===== src/design/serial_port_map.svh =====
// Purpose: register offsets, field positions and timing counts of the
//          serial port
// Assumes: wishbone byte addresses, one 32-bit word per register
// Notes:   definitions only
`ifndef SERIAL_PORT_MAP_SVH
`define SERIAL_PORT_MAP_SVH

// register byte offsets
`define SP_ADR_CONTROL   4'h0
`define SP_ADR_BUFFER    4'h4
`define SP_ADR_STATUS    4'h8
`define SP_ADR_CONFIG    4'hc

// serial_control_register fields
`define SP_CTL_MODE_HI   7
`define SP_CTL_MODE_LO   6
`define SP_CTL_OPT       5
`define SP_CTL_REN       4
`define SP_CTL_RB8       2
`define SP_CTL_TI        1
`define SP_CTL_RI        0

// status and config fields
`define SP_STS_TX_BUSY   0
`define SP_STS_RX_BUSY   1
`define SP_STS_SYNC_BUSY 2
`define SP_CFG_FAST      0

// mode field values
`define SP_MODE_SYNC     2'h0
`define SP_MODE_ASYNC    2'h1

// mode 0 bit timing in core clocks: period, lead, low time
`define SP_M0_PER_SLOW   4'hc
`define SP_M0_PRE_SLOW   4'h3
`define SP_M0_LOW_SLOW   4'h6
`define SP_M0_PER_FAST   4'h4
`define SP_M0_PRE_FAST   4'h1
`define SP_M0_LOW_FAST   4'h2
`define SP_M0_LAST_BIT   3'h7

// mode 1 divide-by-16 counter and frame positions
`define SP_DIV_LAST      4'hf
`define SP_SMP_FIRST     4'h7
`define SP_SMP_SECOND    4'h8
`define SP_SMP_THIRD     4'h9
`define SP_IDX_START     4'h0
`define SP_IDX_STOP      4'h9

`endif


===== src/design/serial_port_pkg.sv =====
// Purpose: types shared by the serial port modules
// Assumes: nothing
// Notes:   state of each module is one packed struct
package serial_port_pkg;

	typedef enum logic [1:0] {
		M0_IDLE = 2'b00,
		M0_TX   = 2'b01,
		M0_RX   = 2'b10
	} sync_state_t;

	typedef enum logic {
		RX_IDLE = 1'b0,
		RX_BUSY = 1'b1
	} async_rx_state_t;

	typedef struct packed {
		logic            ack;
		logic [7:0]      rdata;
		logic [1:0]      mode;
		logic            opt;
		logic            ren;
		logic            rb8;
		logic            ti;
		logic            ri;
		logic            fast;
		logic [7:0]      rx_buf;
		sync_state_t     m0_state;
		logic [3:0]      m0_phase;
		logic [2:0]      m0_bit;
		logic [7:0]      m0_sh;
		logic            m0_clk;
		logic            m0_dout;
		logic            m0_oe;
		logic [3:0]      tx16;
		logic            tx_pend;
		logic            tx_act;
		logic [9:0]      tx_sh;
		logic [3:0]      tx_idx;
		logic            tx_line;
		logic            txd;
		async_rx_state_t rx_state;
		logic [3:0]      rx16;
		logic            rx_prev;
		logic [1:0]      rx_smp;
		logic [3:0]      rx_idx;
		logic [7:0]      rx_sh;
	} port_state_t;

	typedef struct packed {
		logic div;
		logic tick;
	} tick_state_t;

endpackage


===== src/design/serial_port.sv =====
// Purpose: serial port with synchronous shift mode 0 and 10-bit async
//          mode 1, registers on a classic wishbone slave
// Assumes: timer_ovf is a one-cycle pulse from the timer on core_clk
// Notes:   modes 2 and 3 hold the mode field but move no data
//
// Contract
// - buffer write goes to transmit, read returns receive
// - mode 0 data on data pin, clock on txd
// - mode 0 frame is 8 bits, LSB first
// - mode 0 rate 1/12 or 1/4 by option
// - mode 0 buffer write shifts out 8 bits
// - fast mode 0: lead 1, low 2 clocks
// - slow mode 0: lead 3, low 6 clocks
// - mode 0 transmit done after last bit
// - mode 0 receive needs enable and clear flag
// - mode 0 receive done after last rise, then halt
// - mode 1 frame: start, 8 bits LSB first, stop
// - mode 1 rate 1/16 or 1/32 of overflow
// - mode 1 bits start on divide-by-16 rollovers
// - mode 1 transmit done at tenth rollover
// - mode 1 watches receive pin at 16x rate
// - falling edge resets the divide-by-16 counter
// - bit is majority of states 7, 8, 9
// - nonzero start bit aborts reception
// - load buffer and stop bit under conditions
// - after mid stop bit, watch for edge again
`timescale 1ns/100ps
`include "serial_port_map.svh"
module serial_port (
	// clock and reset
	input  wire logic        core_clk,
	input  wire logic        rst,
	// wishbone slave
	input  wire logic        wb_cyc_i,
	input  wire logic        wb_stb_i,
	input  wire logic        wb_we_i,
	input  wire logic [3:0]  wb_adr_i,
	input  wire logic [3:0]  wb_sel_i,
	input  wire logic [31:0] wb_dat_i,
	output logic      [31:0] wb_dat_o,
	output logic             wb_ack_o,
	// bit rate source
	input  wire logic        timer_ovf,
	// data pin, two-way
	input  wire logic        data_in,
	output logic             data_out,
	output logic             data_oe,
	// shift clock or transmit pin
	output logic             txd_out
);
	serial_port_pkg::port_state_t r_reg;
	serial_port_pkg::port_state_t r_next;

	localparam serial_port_pkg::port_state_t RESET_STATE = '{
		ack:      1'b0,
		rdata:    8'h00,
		mode:     `SP_MODE_SYNC,
		opt:      1'b0,
		ren:      1'b0,
		rb8:      1'b0,
		ti:       1'b0,
		ri:       1'b0,
		fast:     1'b0,
		rx_buf:   8'h00,
		m0_state: serial_port_pkg::M0_IDLE,
		m0_phase: 4'h0,
		m0_bit:   3'h0,
		m0_sh:    8'h00,
		m0_clk:   1'b1,
		m0_dout:  1'b1,
		m0_oe:    1'b0,
		tx16:     4'h0,
		tx_pend:  1'b0,
		tx_act:   1'b0,
		tx_sh:    10'h3ff,
		tx_idx:   4'h0,
		tx_line:  1'b1,
		txd:      1'b1,
		rx_state: serial_port_pkg::RX_IDLE,
		rx16:     4'h0,
		rx_prev:  1'b1,
		rx_smp:   2'h0,
		rx_idx:   4'h0,
		rx_sh:    8'h00
	};

	logic data_s;
	logic sample_tick;

	pin_sync #(
		.WIDTH(1)
	) u_data_sync (
		.core_clk     (core_clk),
		.rst          (rst),
		.pin_in       (data_in),
		.pin_sync_out (data_s)
	);

	baud_tick u_baud_tick (
		.core_clk    (core_clk),
		.rst         (rst),
		.timer_ovf   (timer_ovf),
		.fast        (r_reg.fast),
		.sample_tick (sample_tick)
	);

	always_comb begin
		logic [3:0] per;
		logic [3:0] pre;
		logic [3:0] low;
		logic [3:0] np;
		logic       wr;
		logic       buf_wr;
		logic       vote;
		logic       is_sync;
		logic       is_async;
		r_next   = r_reg;
		per      = r_reg.opt ? `SP_M0_PER_FAST : `SP_M0_PER_SLOW;
		pre      = r_reg.opt ? `SP_M0_PRE_FAST : `SP_M0_PRE_SLOW;
		low      = r_reg.opt ? `SP_M0_LOW_FAST : `SP_M0_LOW_SLOW;
		np       = 4'h0;
		buf_wr   = 1'b0;
		vote     = 1'b0;
		is_sync  = (r_reg.mode == `SP_MODE_SYNC);
		is_async = (r_reg.mode == `SP_MODE_ASYNC);
		wr       = wb_cyc_i & wb_stb_i & wb_we_i & r_reg.ack & wb_sel_i[0];

		// bus answer one cycle after the request, dropped the next
		r_next.ack = wb_cyc_i & wb_stb_i & ~r_reg.ack;
		if (r_next.ack) begin
			r_next.rdata = 8'h00;
			case (wb_adr_i)
				`SP_ADR_CONTROL: begin
					r_next.rdata[`SP_CTL_MODE_HI:`SP_CTL_MODE_LO] = r_reg.mode;
					r_next.rdata[`SP_CTL_OPT] = r_reg.opt;
					r_next.rdata[`SP_CTL_REN] = r_reg.ren;
					r_next.rdata[`SP_CTL_RB8] = r_reg.rb8;
					r_next.rdata[`SP_CTL_TI]  = r_reg.ti;
					r_next.rdata[`SP_CTL_RI]  = r_reg.ri;
				end
				`SP_ADR_BUFFER: begin
					r_next.rdata = r_reg.rx_buf;
				end
				`SP_ADR_STATUS: begin
					r_next.rdata[`SP_STS_TX_BUSY] = r_reg.tx_pend | r_reg.tx_act;
					r_next.rdata[`SP_STS_RX_BUSY] =
						(r_reg.rx_state == serial_port_pkg::RX_BUSY);
					r_next.rdata[`SP_STS_SYNC_BUSY] =
						(r_reg.m0_state != serial_port_pkg::M0_IDLE);
				end
				`SP_ADR_CONFIG: begin
					r_next.rdata[`SP_CFG_FAST] = r_reg.fast;
				end
				default: begin
					r_next.rdata = 8'h00;
				end
			endcase
		end

		// register writes take effect at the edge that drops the acknowledge, one cycle after it rises
		if (wr) begin
			case (wb_adr_i)
				`SP_ADR_CONTROL: begin
					r_next.mode = wb_dat_i[`SP_CTL_MODE_HI:`SP_CTL_MODE_LO];
					r_next.opt  = wb_dat_i[`SP_CTL_OPT];
					r_next.ren  = wb_dat_i[`SP_CTL_REN];
					r_next.rb8  = wb_dat_i[`SP_CTL_RB8];
					r_next.ti   = r_reg.ti & wb_dat_i[`SP_CTL_TI];
					r_next.ri   = r_reg.ri & wb_dat_i[`SP_CTL_RI];
				end
				`SP_ADR_BUFFER: begin
					buf_wr = 1'b1;
				end
				`SP_ADR_CONFIG: begin
					r_next.fast = wb_dat_i[`SP_CFG_FAST];
				end
				default: begin
				end
			endcase
		end

		// mode 0: shift engine, half duplex
		unique case (r_reg.m0_state)
			serial_port_pkg::M0_IDLE: begin
				r_next.m0_clk = 1'b1;
				r_next.m0_oe  = 1'b0;
				if (is_sync && buf_wr) begin
					r_next.m0_state = serial_port_pkg::M0_TX;
					r_next.m0_phase = 4'h0;
					r_next.m0_bit   = 3'h0;
					r_next.m0_sh    = wb_dat_i[7:0];
					r_next.m0_dout  = wb_dat_i[0];
					r_next.m0_oe    = 1'b1;
				end else if (is_sync && r_reg.ren && !r_reg.ri) begin
					r_next.m0_state = serial_port_pkg::M0_RX;
					r_next.m0_phase = 4'h0;
					r_next.m0_bit   = 3'h0;
				end
			end
			serial_port_pkg::M0_TX,
			serial_port_pkg::M0_RX: begin
				np = (r_reg.m0_phase == per - 4'h1) ? 4'h0
					: r_reg.m0_phase + 4'h1;
				r_next.m0_phase = np;
				// clock low from the lead count for the low count
				r_next.m0_clk = !(np >= pre && np < pre + low);
				if (r_reg.m0_state == serial_port_pkg::M0_RX
					&& np == pre + low) begin
					// partner data settled since the falling edge
					r_next.m0_sh = {data_s, r_reg.m0_sh[7:1]};
					if (r_reg.m0_bit == `SP_M0_LAST_BIT) begin
						r_next.rx_buf   = {data_s, r_reg.m0_sh[7:1]};
						r_next.ri       = 1'b1;
						r_next.m0_state = serial_port_pkg::M0_IDLE;
					end
				end
				if (np == 4'h0) begin
					if (r_reg.m0_bit == `SP_M0_LAST_BIT) begin
						r_next.m0_state = serial_port_pkg::M0_IDLE;
						r_next.m0_oe    = 1'b0;
						if (r_reg.m0_state == serial_port_pkg::M0_TX) begin
							r_next.ti = 1'b1;
						end
					end else begin
						r_next.m0_bit = r_reg.m0_bit + 3'h1;
						if (r_reg.m0_state == serial_port_pkg::M0_TX) begin
							r_next.m0_sh   = {1'b1, r_reg.m0_sh[7:1]};
							r_next.m0_dout = r_reg.m0_sh[1];
						end
					end
				end
			end
			default: begin
				r_next.m0_state = serial_port_pkg::M0_IDLE;
			end
		endcase

		// mode 1 transmitter on the free-running divide-by-16 counter
		if (sample_tick) begin
			r_next.tx16 = r_reg.tx16 + 4'h1;
		end
		if (is_async && buf_wr && !r_reg.tx_pend && !r_reg.tx_act) begin
			r_next.tx_sh   = {1'b1, wb_dat_i[7:0], 1'b0};
			r_next.tx_pend = 1'b1;
		end
		if (sample_tick && r_reg.tx16 == `SP_DIV_LAST) begin
			if (r_reg.tx_pend) begin
				r_next.tx_pend = 1'b0;
				r_next.tx_act  = 1'b1;
				r_next.tx_line = r_reg.tx_sh[0];
				r_next.tx_sh   = {1'b1, r_reg.tx_sh[9:1]};
				r_next.tx_idx  = 4'h1;
			end else if (r_reg.tx_act) begin
				r_next.tx_line = r_reg.tx_sh[0];
				r_next.tx_sh   = {1'b1, r_reg.tx_sh[9:1]};
				r_next.tx_idx  = r_reg.tx_idx + 4'h1;
				if (r_reg.tx_idx == `SP_IDX_STOP) begin
					r_next.tx_act = 1'b0;
					r_next.ti     = 1'b1;
				end
			end
		end

		// mode 1 receiver, sampled on the 16x tick
		if (!is_async || !r_reg.ren) begin
			r_next.rx_state = serial_port_pkg::RX_IDLE;
			r_next.rx_prev  = 1'b1;
		end else if (sample_tick) begin
			r_next.rx_prev = data_s;
			unique case (r_reg.rx_state)
				serial_port_pkg::RX_IDLE: begin
					if (r_reg.rx_prev && !data_s) begin
						r_next.rx_state = serial_port_pkg::RX_BUSY;
						r_next.rx16     = 4'h0;
						r_next.rx_idx   = `SP_IDX_START;
					end
				end
				serial_port_pkg::RX_BUSY: begin
					r_next.rx16 = r_reg.rx16 + 4'h1;
					if (r_reg.rx16 == `SP_SMP_FIRST) begin
						r_next.rx_smp[0] = data_s;
					end
					if (r_reg.rx16 == `SP_SMP_SECOND) begin
						r_next.rx_smp[1] = data_s;
					end
					if (r_reg.rx16 == `SP_SMP_THIRD) begin
						vote = (r_reg.rx_smp[0] & r_reg.rx_smp[1])
							| (r_reg.rx_smp[0] & data_s)
							| (r_reg.rx_smp[1] & data_s);
						r_next.rx_idx = r_reg.rx_idx + 4'h1;
						if (r_reg.rx_idx == `SP_IDX_START) begin
							if (vote) begin
								r_next.rx_state = serial_port_pkg::RX_IDLE;
							end
						end else if (r_reg.rx_idx == `SP_IDX_STOP) begin
							if (!r_reg.ri && (!r_reg.opt || vote)) begin
								r_next.rx_buf = r_reg.rx_sh;
								r_next.rb8    = vote;
								r_next.ri     = 1'b1;
							end
							r_next.rx_state = serial_port_pkg::RX_IDLE;
						end else begin
							r_next.rx_sh = {vote, r_reg.rx_sh[7:1]};
						end
					end
				end
			endcase
		end

		r_next.txd = (r_next.mode == `SP_MODE_SYNC) ? r_next.m0_clk
			: r_next.tx_line;
	end

	always_ff @(posedge core_clk or posedge rst) begin
		if (rst) begin
			r_reg <= RESET_STATE;
		end else begin
			r_reg <= r_next;
		end
	end

	assign wb_ack_o = r_reg.ack;
	assign wb_dat_o = {24'h000000, r_reg.rdata};
	assign data_out = r_reg.m0_dout;
	assign data_oe  = r_reg.m0_oe;
	assign txd_out  = r_reg.txd;
endmodule


===== src/design/pin_sync.sv =====
// Purpose: two-stage synchroniser for pins from outside the clock domain
// Assumes: input is asynchronous to core_clk
// Notes:   first stage is read by the second stage only
`timescale 1ns/100ps
module pin_sync #(
	parameter int WIDTH = 1
) (
	// clock and reset
	input  wire logic             core_clk,
	input  wire logic             rst,
	// pin side
	input  wire logic [WIDTH-1:0] pin_in,
	// core side
	output logic      [WIDTH-1:0] pin_sync_out
);
	typedef struct packed {
		logic [WIDTH-1:0] s1;
		logic [WIDTH-1:0] s2;
	} sync_t;

	sync_t r_reg;
	sync_t r_next;

	always_comb begin
		r_next    = r_reg;
		r_next.s1 = pin_in;
		r_next.s2 = r_reg.s1;
	end

	always_ff @(posedge core_clk or posedge rst) begin
		if (rst) begin
			r_reg <= '1;
		end else begin
			r_reg <= r_next;
		end
	end

	assign pin_sync_out = r_reg.s2;
endmodule


===== src/design/baud_tick.sv =====
// Purpose: sample tick at sixteen times the mode 1 bit rate
// Assumes: timer overflow is a one-cycle pulse on core_clk
// Notes:   fast passes every overflow, otherwise every second one
`timescale 1ns/100ps
module baud_tick (
	// clock and reset
	input  wire logic core_clk,
	input  wire logic rst,
	// rate source
	input  wire logic timer_ovf,
	input  wire logic fast,
	// sample tick
	output logic      sample_tick
);
	serial_port_pkg::tick_state_t r_reg;
	serial_port_pkg::tick_state_t r_next;

	always_comb begin
		r_next = r_reg;
		if (timer_ovf) begin
			r_next.div = ~r_reg.div;
		end
		r_next.tick = timer_ovf & (fast | r_reg.div);
	end

	always_ff @(posedge core_clk or posedge rst) begin
		if (rst) begin
			r_reg <= '0;
		end else begin
			r_reg <= r_next;
		end
	end

	assign sample_tick = r_reg.tick;
endmodule


===== config.mk =====
export PLATFORM = sky130hd
export DESIGN_NAME = serial_port
export DESIGN_NICKNAME = d
export VERILOG_FILES = /design/src/design/serial_port_pkg.sv /design/src/design/serial_port.sv /design/src/design/pin_sync.sv /design/src/design/baud_tick.sv
export VERILOG_INCLUDE_DIRS = /design/src /design/src/design
export SDC_FILE = /design/constraint.sdc
export NUM_CORES = 1
export LEC_CHECK = 0
export ABC_AREA = 1
export BUFFER_PORTS_ARGS = -buffer_cell sky130_fd_sc_hd__buf_4
export CAP_MARGIN = 20
export CORE_ASPECT_RATIO = 0.75
export CORE_MARGIN = 4
export CORE_UTILIZATION = 40
export DETAILED_ROUTE_END_ITERATION = 12
export GPL_TIMING_DRIVEN = 0
export PLACE_DENSITY = 0.69
export SYNTH_ARGS = -nofsm -noshare
export SYNTH_HDL_FRONTEND = slang
export SYNTH_SLANG_ARGS = --single-unit

===== constraint.sdc =====
create_clock -name core_clk -period 2.2 [get_ports core_clk]
set_input_delay 0.11 -clock core_clk [delete_from_list [all_inputs] [get_ports core_clk]]
set_output_delay 0.11 -clock core_clk [all_outputs]
set_load 0.01 [all_outputs]

# Word-level counts from Yosys, hierarchy flattened
# Cells that the tools add are included.
[word_totals]
reg_bits = 91
input_bits = 47
output_inout_bits = 36
[op_classes]
add_sub_neg = 8
n_lt_le_gt_ge = 2
eq_ne = 23
mux = 89
n_bitwise = 21
reduce_logical = 45
[op_table]
columns = ["op", "n"]
rows = [
  ["$mux W8", 15],
  ["$mux W1", 42],
  ["$pmux W18 S2", 1],
  ["$mux W16", 2],
  ["$mux W10", 3],
  ["$eq A4 B4 Y1 const B", 7],
  ["$mux W11", 2],
  ["$add A4 B1 Y4 const B", 5],
  ["$mux W20", 1],
  ["$mux W9", 2],
  ["$mux W17", 1],
  ["$pmux W4 S2", 2],
  ["$reduce_and A4 Y1", 4],
  ["$mux W2", 7],
  ["$logic_not A4 Y1", 3],
  ["$mux W12", 1],
  ["$mux W4", 3],
  ["$ne A2 B2 Y1 const B", 6],
  ["$and A1 B1 Y1", 11],
  ["$logic_and A1 B1 Y1", 11],
  ["$pmux W5 S2", 1],
  ["$reduce_and A2 Y1", 5],
  ["$eq A4 B3 Y1 const B", 2],
  ["$eq A4 B4 Y1", 2],
  ["other kinds (26)", 49],
]

# Logic depth before layout (Yosys ltp)
# Gate-level depths: netlist of run 1.
[logic_depth]
depth_word = 16
depth_mapped = 17
ltp_nobuf = 17

# By module
# A second synthesis of run 1 with hierarchy kept.
[unflattened]
hier_cells = 643
hier_area_um2 = 5297.6
[modules_own_cells]
columns = ["module", "instances", "cells_per_inst", "area_per_inst_um2", "seq_area_each_um2"]
rows = [
  ["serial_port", 1, 629, 5157.4, 2170.8],
  ["baud_tick", 1, 11, 83.8, 50.0],
  ["pin_sync", 1, 3, 56.3, 52.6],
]

# Worst setup path before layout of run 1
# Ideal clock, no wire load.
[synth_timing]
path_type = "register to register"
start = "reg r_reg[57] (netlist bit)"
end = "reg r_reg[46] (netlist bit)"
setup_ns = 0.117
t_arrival_ns = 2.176
setup_slack_ns = -0.093
stages_incl_launch_ff = 17
n_path_buf = 0
cell_sequence = "dfrtp_1 ha_1 inv_2 nor2_4 nand3_4 inv_1 nor2_1 ha_1 nand2_1 nor2_1 nand4_2 nand2_2 nand2_1 nand3_1 nand2_1 nand2_1 nand2_1"
[synth_via]
elab_chain_len = 9
word_cells_on_any_way = 11
classes_between = "add/sub (1); eq/ne (2); mux (6); reduce/logical (2)"
[synth_rtl]
columns = ["item", "line", "source"]
rows = [
  ["start: declaration", "serial_port.sv:51", "serial_port_pkg::port_state_t r_reg;"],
  ["start signal: assignment", "serial_port.sv:318", "r_reg <= r_next;"],
  ["$add A4 B1 Y4 / $eq A4 B4 Y1 (equally long branches)", "serial_port.sv:203, serial_port.sv:202", ""],
  ["$mux W4 *", "serial_port.sv:202", "np = (r_reg.m0_phase == per - 4'h1) ? 4'h0"],
  ["$eq A4 B4 Y1", "serial_port.sv:208", "&& np == pre + low) begin"],
  ["$logic_and A1 B1 Y1", "serial_port.sv:208", ""],
  ["$mux W8", "serial_port.sv:207", "if (r_reg.m0_state == serial_port_pkg::M0_RX"],
  ["$mux W8", "serial_port.sv:226", "if (r_reg.m0_state == serial_port_pkg::M0_TX) begin"],
  ["$mux W11", "serial_port.sv:218", "if (r_reg.m0_bit == `SP_M0_LAST_BIT) begin"],
  ["$mux W11 *", "serial_port.sv:217", "if (np == 4'h0) begin"],
  ["$pmux W18 S2 *", "serial_port.sv:183", "unique case (r_reg.m0_state)"],
]
# Mark *: on every way between the ends. The rest lies on a longest branch, timed or not. The select of a mux whose other input is x is not followed.
# A chain may end at the register's enable or synchronous reset.

==> results of run 1 <==
-- logic make-up (layout without fill, tap and decap cells) --
| logic type | Yosys count | count (layout) | synth area share |
|---|---|---|---|
| adders and majority gates | 17 | 17 | 0.0422 |
| buffers and inverters | 125 | 195 | 0.119 |
| DFF | 90 | 90 | 0.451 |
| AOI/OAI and AO/OA | 103 | 103 | 0.119 |
| xor gates and xnor gates | 6 | 6 | 0.0104 |
| other | 1 | 24 | 0.000744 |
| and+or+nand+nor | 275 | 276 | 0.253 |
| muxes | 2 | 2 | 0.00447 |
-- metrics by stage --
| stage | setup WS, ns | hold WS, ns |
|---|---|---|
| 2_1_floorplan | 0.0117 | 0.114 |
| 3_3_place_gp | -0.235 | 0.223 |
| 3_5_place_dp | -0.343 | 0.132 |
| 4_1_cts | 0.0155 | 0.0472 |
| 5_1_grt | -0.0659 | 0.0586 |
| 6_report | 0.0381 | 0.0606 |
-- layer usage --
| metal | vias to the layer above | share of wire |
|---|---|---|
| met5 | - | 0 |
| met4 | 0 | 0.018 |
| met3 | 22 | 0.057 |
| met2 | 116 | 0.45 |
| met1 | 2111 | 0.47 |
| li1 | 2135 | - |
-- Yosys cell counts (all sizes together) --
cell    instances
xor2            5
a21oi          12
conb            1
nand2         162
nor3            8
dfrtp          73
o311ai          3
o211ai          9
clkbuf          6
nor2           48
ha             17
xnor2           1
nand4           9
inv            82
dfstp          17
a31oi           1
o22ai          15
nand3          48
a21bo           1
mux2            2
buf            37
a221oi          3
o31ai           1
o21a            2
o21ai          55
a22o            1
-- worst reg2reg max path, stage by stage (launching register included) --
cell	delay, ns
dfrtp_2	0.39
ha_4	0.16
inv_4	0.05
nor2_4	0.11
nand3_4	0.09
inv_4	0.07
nor2_4	0.04
ha_4	0.27
nand2_4	0.05
nor2_4	0.14
inv_2	0.06
nor2_4	0.17
nand2_4	0.11
buf_4	0.16
nor2_1	0.09
o22ai_1	0.08
-- area by class of cell --
class,instances,area share
Clock buffer,10,0.0371
Clock inverter,6,0.00791
Inverter,82,0.0526
Tap cell,166,0.0337
Buffer,43,0.0467
Sequential cell,90,0.369
Timing Repair Buffer,54,0.0716
Multi-Input combinational cell,428,0.381
-- worst min-delay path by stage --
stage / end / cells after the start / startpoint / slack, ns
after floorplan: u_data_sync.r_next[0]$_DFF_PP1_ / 0 / data_in / 0.11
after global placement: u_data_sync.r_next[0]$_DFF_PP1_ / 1 / data_in / 0.22
after detailed placement: r_reg[41]$_DFFE_PP0P_ / 2 / rst / 0.13
after CTS: wb_ack_o$_DFF_PP0_ / 3 / wb_stb_i / 0.05
after global routing: r_reg[74]$_DFFE_PP0P_ / 3 / wb_dat_i[4] / 0.06
final: wb_ack_o$_DFF_PP0_ / 3 / wb_stb_i / 0.06
-- power by group through the flow --
stage / logic [W] / clock network, W / registers (W)
finish: 0.00225 / 0.00145 / 0.00235
global route: 0.00255 / 0.00155 / 0.00238
CTS: 0.00213 / 0.00148 / 0.00234
detailed placement: 0.00201 / 0 / 0.00237
global placement: 0.00193 / 0 / 0.00236
floorplan: 0.00153 / 0 / 0.00232
-- what timing repair did --
| action | in CTS | in global routing |
|---|---|---|
| cloned | 1 | 0 |
| setup endpoints to repair | 18 | 17 |
| hold endpoints to repair | 14 | 0 |
| pin swaps | 7 | 12 |
| hold buffers | 3 | 0 |
| setup buffers | 9 | 9 |
| resized for setup | 6 | 22 |
==> run_results.csv, run 1 <==
group,metric,value,unit
outcome,status,"finished clean",
clock_tree,clkSlewWorstSetupHoldPaths,0.07,ns
die,start_util,0.410,
global_routing,grt_use_total,0.177,
synth,synth.avg_cell_area,8.14,µm²
place,placed_area,5630,µm²
clock_tree,clockRootBuffer,"clkbuf_16",
power_and_ir_drop,power_frac_clock,0.240,
flow_run,cap_violations,0,
clock_tree,cts_tree,"done",
routing,first_iter_violations,314,
synth,synth_warnings,0,
global_routing,first_global_vias,4121,
sta,final_max_slew_viol_count,0,
final_layout,n_antenna_cell,0,
synth,netlist_area,5040,µm²
final_layout,fin_area,6170,µm²
critical_path,cpPeakStageDelay,0.39,ns
clock_tree,clkLatencyLatePin,0.35,ns
critical_path,worst-r2r-setup-slack,0.04,ns
sta,clock.fmax,0.463,GHz
synth,ys_ff_latch,90,
critical_path,start_kind,"flip-flop",
critical_path,crit_buf_inv,4,
power_and_ir_drop,switching_share,0.385,
final_layout,largest_reg_flops,74,
critical_path,worstPathArrival,2.38,ns
critical_path,crit_slowest_cell,"dfrtp_2",
place,port_buffers,31,
critical_path,r2r_cells,15,
routing,ant_nets,0,
synth,yosysUniqueCellTypes,40,
routing,routed_via_density,4.99,
place,gp_congestion,0.917,
final_layout,final_cells,879,
final_layout,multiInputGateArea,2350,µm²
critical_path,cp_common_cell,"nor2_4",
critical_path,setup.worst_path.end_class,"flip-flop",
die,die_x,138,µm
power_and_ir_drop,power,0.00605,W
power_and_ir_drop,irDropWorstVdd,385,µV
final_layout,seq_area,2280,µm²
die,core,12300,µm²
sta,finalCriticalPeriod,2.16,ns
critical_path,startpoint,"r_reg[57]$_DFFE_PP0P_",
clock_tree,clockBufferDepth,2,
critical_path,path_depth,15,
final_layout,fin_util,0.501,
global_routing,grt_use_met3,0.0367,
final_layout,area.growth.synth_to_final,22.3,%
critical_path,crit_path_end,"r_reg[65]$_DFF_PP0_",
synth,yosys.area.top_type_share,0.362,
critical_path,path_cells,"ha_4, inv_4, nor2_4, nand3_4, inv_4, nor2_4, ha_4, nand2_4, nor2_4, inv_2, nor2_4, nand2_4, buf_4, nor2_1, o22ai_1",
power_and_ir_drop,power_density,981,nW/µm²
routing,firstDrtPassIters,5,
global_routing,grt_pass1_wl,20.6,mm
place,dpl.hpwl,9.36,mm
sta,finalSetupViolCount,0,
clock_tree,cts_buffers,9,
power_and_ir_drop,p_comb_frac,0.372,
final_layout,layout_common_cells,"152 x nand2_1, 80 x buf_4, 73 x inv_1, 70 x dfrtp_1, 43 x nand3_1",
global_routing,antenna_found_initial,0,
final_layout,layout_commonest_cell,"nand2_1",
critical_path,crit_family,"simple AND/OR/NAND/NOR gates",
synth,yosys.area.top_type,"dfrtp_1",
power_and_ir_drop,net-switching-power,0.00233,W
die,dieArea,14500,µm²
final_layout,n_fill_cell,1135,
routing,routed_wl,12.6,mm
routing,vias,4384,
die,rows,35,
clock_tree,clock-sinks,90,
sta,hold_viol_final,0,
global_routing,grt.overflow.total,0,
critical_path,rr_endpoint,"r_reg[65]$_DFF_PP0_",
global_routing,grt_max_degree,42,
sta,skew,0.00801,ns
power_and_ir_drop,p_int,0.00372,W
sta,rsz0062_at_grt,"yes",
die,die_y,105,µm
routing,drc,0,
global_routing,grtUsageMet2,0.271,
synth,synth_cells,619,
critical_path,path_max_fanout,4,
critical_path,critPathKind,"flip-flop to flip-flop",
synth,yosysSeqAreaShare,0.451,
sta,post-route-period-util,0.983,
final_layout,final_nets,772,
clock_tree,h-tree-depth,3,
die,pin_count,83,
global_routing,grt.busiest_layer,"met2",
critical_path,required,2.42,ns
routing,wl_per_cell,14.3,µm
final_layout,drive_gt1_frac,0.244,
worst_hold_path,min_path_type,"input pin to flip-flop",
power_and_ir_drop,pwr-share-seq,0.388,
place,dp_cells,841,
sta,tns,0,ns
critical_path,timing.rr.start,"r_reg[57]$_DFFE_PP0P_",
global_routing,gr-usage-met1,0.255,
synth,synth_area_leaders,"dfrtp_1 36%, nand2_1 12%, dfstp_2 8.9%, inv_1 5.6%, buf_4 4.8%",
power_and_ir_drop,p_leak,3.11,nW
Note: power is estimated with default switching activity, not from simulation.
==> inputs of run 2 (changes only) <==
--- a/config.mk
+++ b/config.mk
@@ -14,7 +14,7 @@
 export CORE_UTILIZATION = 40
 export DETAILED_ROUTE_END_ITERATION = 12
 export GPL_TIMING_DRIVEN = 0
-export PLACE_DENSITY = 0.69
+export PLACE_DENSITY = 0.67
 export SYNTH_ARGS = -nofsm -noshare
 export SYNTH_HDL_FRONTEND = slang
 export SYNTH_SLANG_ARGS = --single-unit
==> constraint.sdc (replaced) <==
create_clock -name core_clk -period 2.8 [get_ports core_clk]
set_input_delay 0.56 -clock core_clk [delete_from_list [all_inputs] [get_ports core_clk]]
set_output_delay 0.56 -clock core_clk [all_outputs]
set_load 0.01 [all_outputs]
==> run 2 against run 1 <==
Effect of this change: register-to-register slack improved by 0.16 ns; core utilization down 2.1 points; sequential share of layout area is 1.5 points higher; final area fell by 4.2%; sequential cell count unchanged; routed wire length down 3.5%; hold slack gained 0.12 ns; largest cell class is now registers; largest power group unchanged.
==> run_results.csv, run 2 (synthesis gave the netlist of run 1 again) <==
group,metric,value,unit
outcome,status,"finished clean",
routing,routed_via_density,4.94,
place,port_buffers,31,
die,die_y,105,µm
routing,ant_nets,0,
sta,skew,0.00690,ns
power_and_ir_drop,power_density,777,nW/µm²
power_and_ir_drop,p_leak,3.01,nW
sta,setup_ws,0.194,ns
sta,hold_viol_final,0,
sta,rsz0062_at_grt,"no",
flow_run,cap_violations,0,
clock_tree,clock-sinks,90,
clock_tree,clockBufferDepth,2,
clock_tree,cts_setup_buffers,0,
die,core,12300,µm²
final_layout,final_nets,750,
global_routing,grt.overflow.total,0,
routing,drc,0,
clock_tree,h-tree-depth,3,
final_layout,drive_gt1_frac,0.200,
sta,tns,0,ns
die,dieArea,14500,µm²
critical_path,required,3.09,ns
critical_path,worstPathArrival,2.89,ns
critical_path,start_kind,"flip-flop",
sta,finalSetupViolCount,0,
place,dp_cells,841,
sta,final_max_slew_viol_count,0,
clock_tree,cts_buffers,9,
critical_path,crit_slowest_cell,"dfrtp_1",
global_routing,antenna_found_initial,0,
worst_hold_path,min_path_type,"input pin to asynchronous set/reset pin",
place,dpl.hpwl,9.25,mm
routing,firstDrtPassIters,5,
global_routing,first_global_vias,4092,
final_layout,area.growth.synth_to_final,17.2,%
sta,finalCriticalPeriod,2.61,ns
routing,vias,4234,
final_layout,largest_reg_flops,74,
critical_path,critPathKind,"flip-flop to flip-flop",
die,die_x,138,µm
global_routing,grt_use_total,0.176,
critical_path,r2r_cells,17,
final_layout,n_antenna_cell,0,
clock_tree,cts_tree,"done",
power_and_ir_drop,power,0.00459,W
final_layout,final_cells,857,
final_layout,layout_commonest_cell,"nand2_1",
critical_path,cpPeakStageDelay,0.45,ns
final_layout,fin_util,0.480,
die,start_util,0.410,
critical_path,path_max_fanout,10,
place,pre_cts_ws,0.133,ns
routing,routed_wl,12.1,mm
die,rows,35,
final_layout,layout_common_cells,"156 x nand2_1, 74 x inv_1, 73 x dfrtp_1, 63 x buf_4",
global_routing,grt_pass1_wl,20.4,mm
critical_path,path_depth,17,
routing,first_iter_violations,346,
place,gp_congestion,0.866,
critical_path,crit_family,"simple AND/OR/NAND/NOR gates",
critical_path,path_cells,"ha_2, inv_2, nor2_4, nand3_4, inv_1, nor2_1, ha_1, nand2_1, nor2_2, inv_2, nor2_4, nand2_4, inv_4, nor2_1, o21ai_1, o21ai_1, inv_1",
clock_tree,clkLatencyLatePin,0.35,ns
global_routing,grt_max_degree,41,
clock_tree,clkSlewWorstSetupHoldPaths,0.07,ns
routing,wl_per_cell,14.2,µm
critical_path,crit_buf_inv,5,
critical_path,setup.worst_path.end_class,"flip-flop",
power_and_ir_drop,irDropWorstVdd,418,µV
die,pin_count,83,
sta,post-route-period-util,0.931,
clock_tree,clockRootBuffer,"clkbuf_16",
sta,clock.fmax,0.384,GHz
## run 2: worst paths after layout
| kind | to | slack (ns) | from |
|---|---|---|---|
| hold / removal | r_reg[38]$_DFFE_PP0P_ | 0.18 | rst |
| max in group asynchronous | r_reg[14]$_DFFE_PP1P_ | 1.79 | rst |
| setup reg to reg | r_reg[69]$_DFF_PP0_ | 0.19 | r_reg[57]$_DFFE_PP0P_ |
| min in group core_clk | u_data_sync.r_next[0]$_DFF_PP1_ | 0.32 | data_in |
| setup / recovery | r_reg[69]$_DFF_PP0_ | 0.19 | r_reg[57]$_DFFE_PP0P_ |
| hold reg to reg | u_data_sync.pin_sync_out$_DFF_PP1_ | 0.36 | u_data_sync.r_next[0]$_DFF_PP1_ |
## run 2: timing repair
item	4_1_cts	5_1_grt
resized for setup	0	3
hold buffers	0	0
setup endpoints to repair	0	15
## run 2: cell type report
class,count,area [µm²]
inverter,82,314
fill,1198,6400
clock inverter,6,55.1
timing repair buffer,33,273
tap,166,208
buffer,43,288
clock buffer,10,229
multi-input combinational,427,2270
sequential,90,2270
## run 2: per-stage QoR
step                area, µm²  hold slack [ns]
detailed placement       5610            0.347
CTS                      5890            0.180
global placement         5570            0.347
floorplan                5130            0.345
global route             5910            0.191
finish                   5910            0.177
## run 2: metal layers
metal / GRT usage / vias up / routed length (µm)
li1: - / 2097 / -
met1: 0.269 / 2002 / 6090
met2: 0.250 / 119 / 5290
met3: 0.0348 / 16 / 586
met4: 0.0527 / 0 / 174
met5: 0 / - / 0
## run 2: where the power goes
part	switching (W)	internal [W]
clock	0.000537	0.000612
sequential	0.000197	0.00165
combinational	0.00104	0.000565
total	0.00177	0.00282
## run 2: worst register-to-register path: stages, from the launching register on
cell and delay (ns):
dfrtp_1 0.45, ha_2 0.29, inv_2 0.09, nor2_4 0.15, nand3_4 0.16, inv_1 0.09, nor2_1 0.04, ha_1 0.28
nand2_1 0.06, nor2_2 0.18, inv_2 0.06, nor2_4 0.16, nand2_4 0.14, inv_4 0.12, nor2_1 0.05, o21ai_1 0.11
o21ai_1 0.07, inv_1 0.05
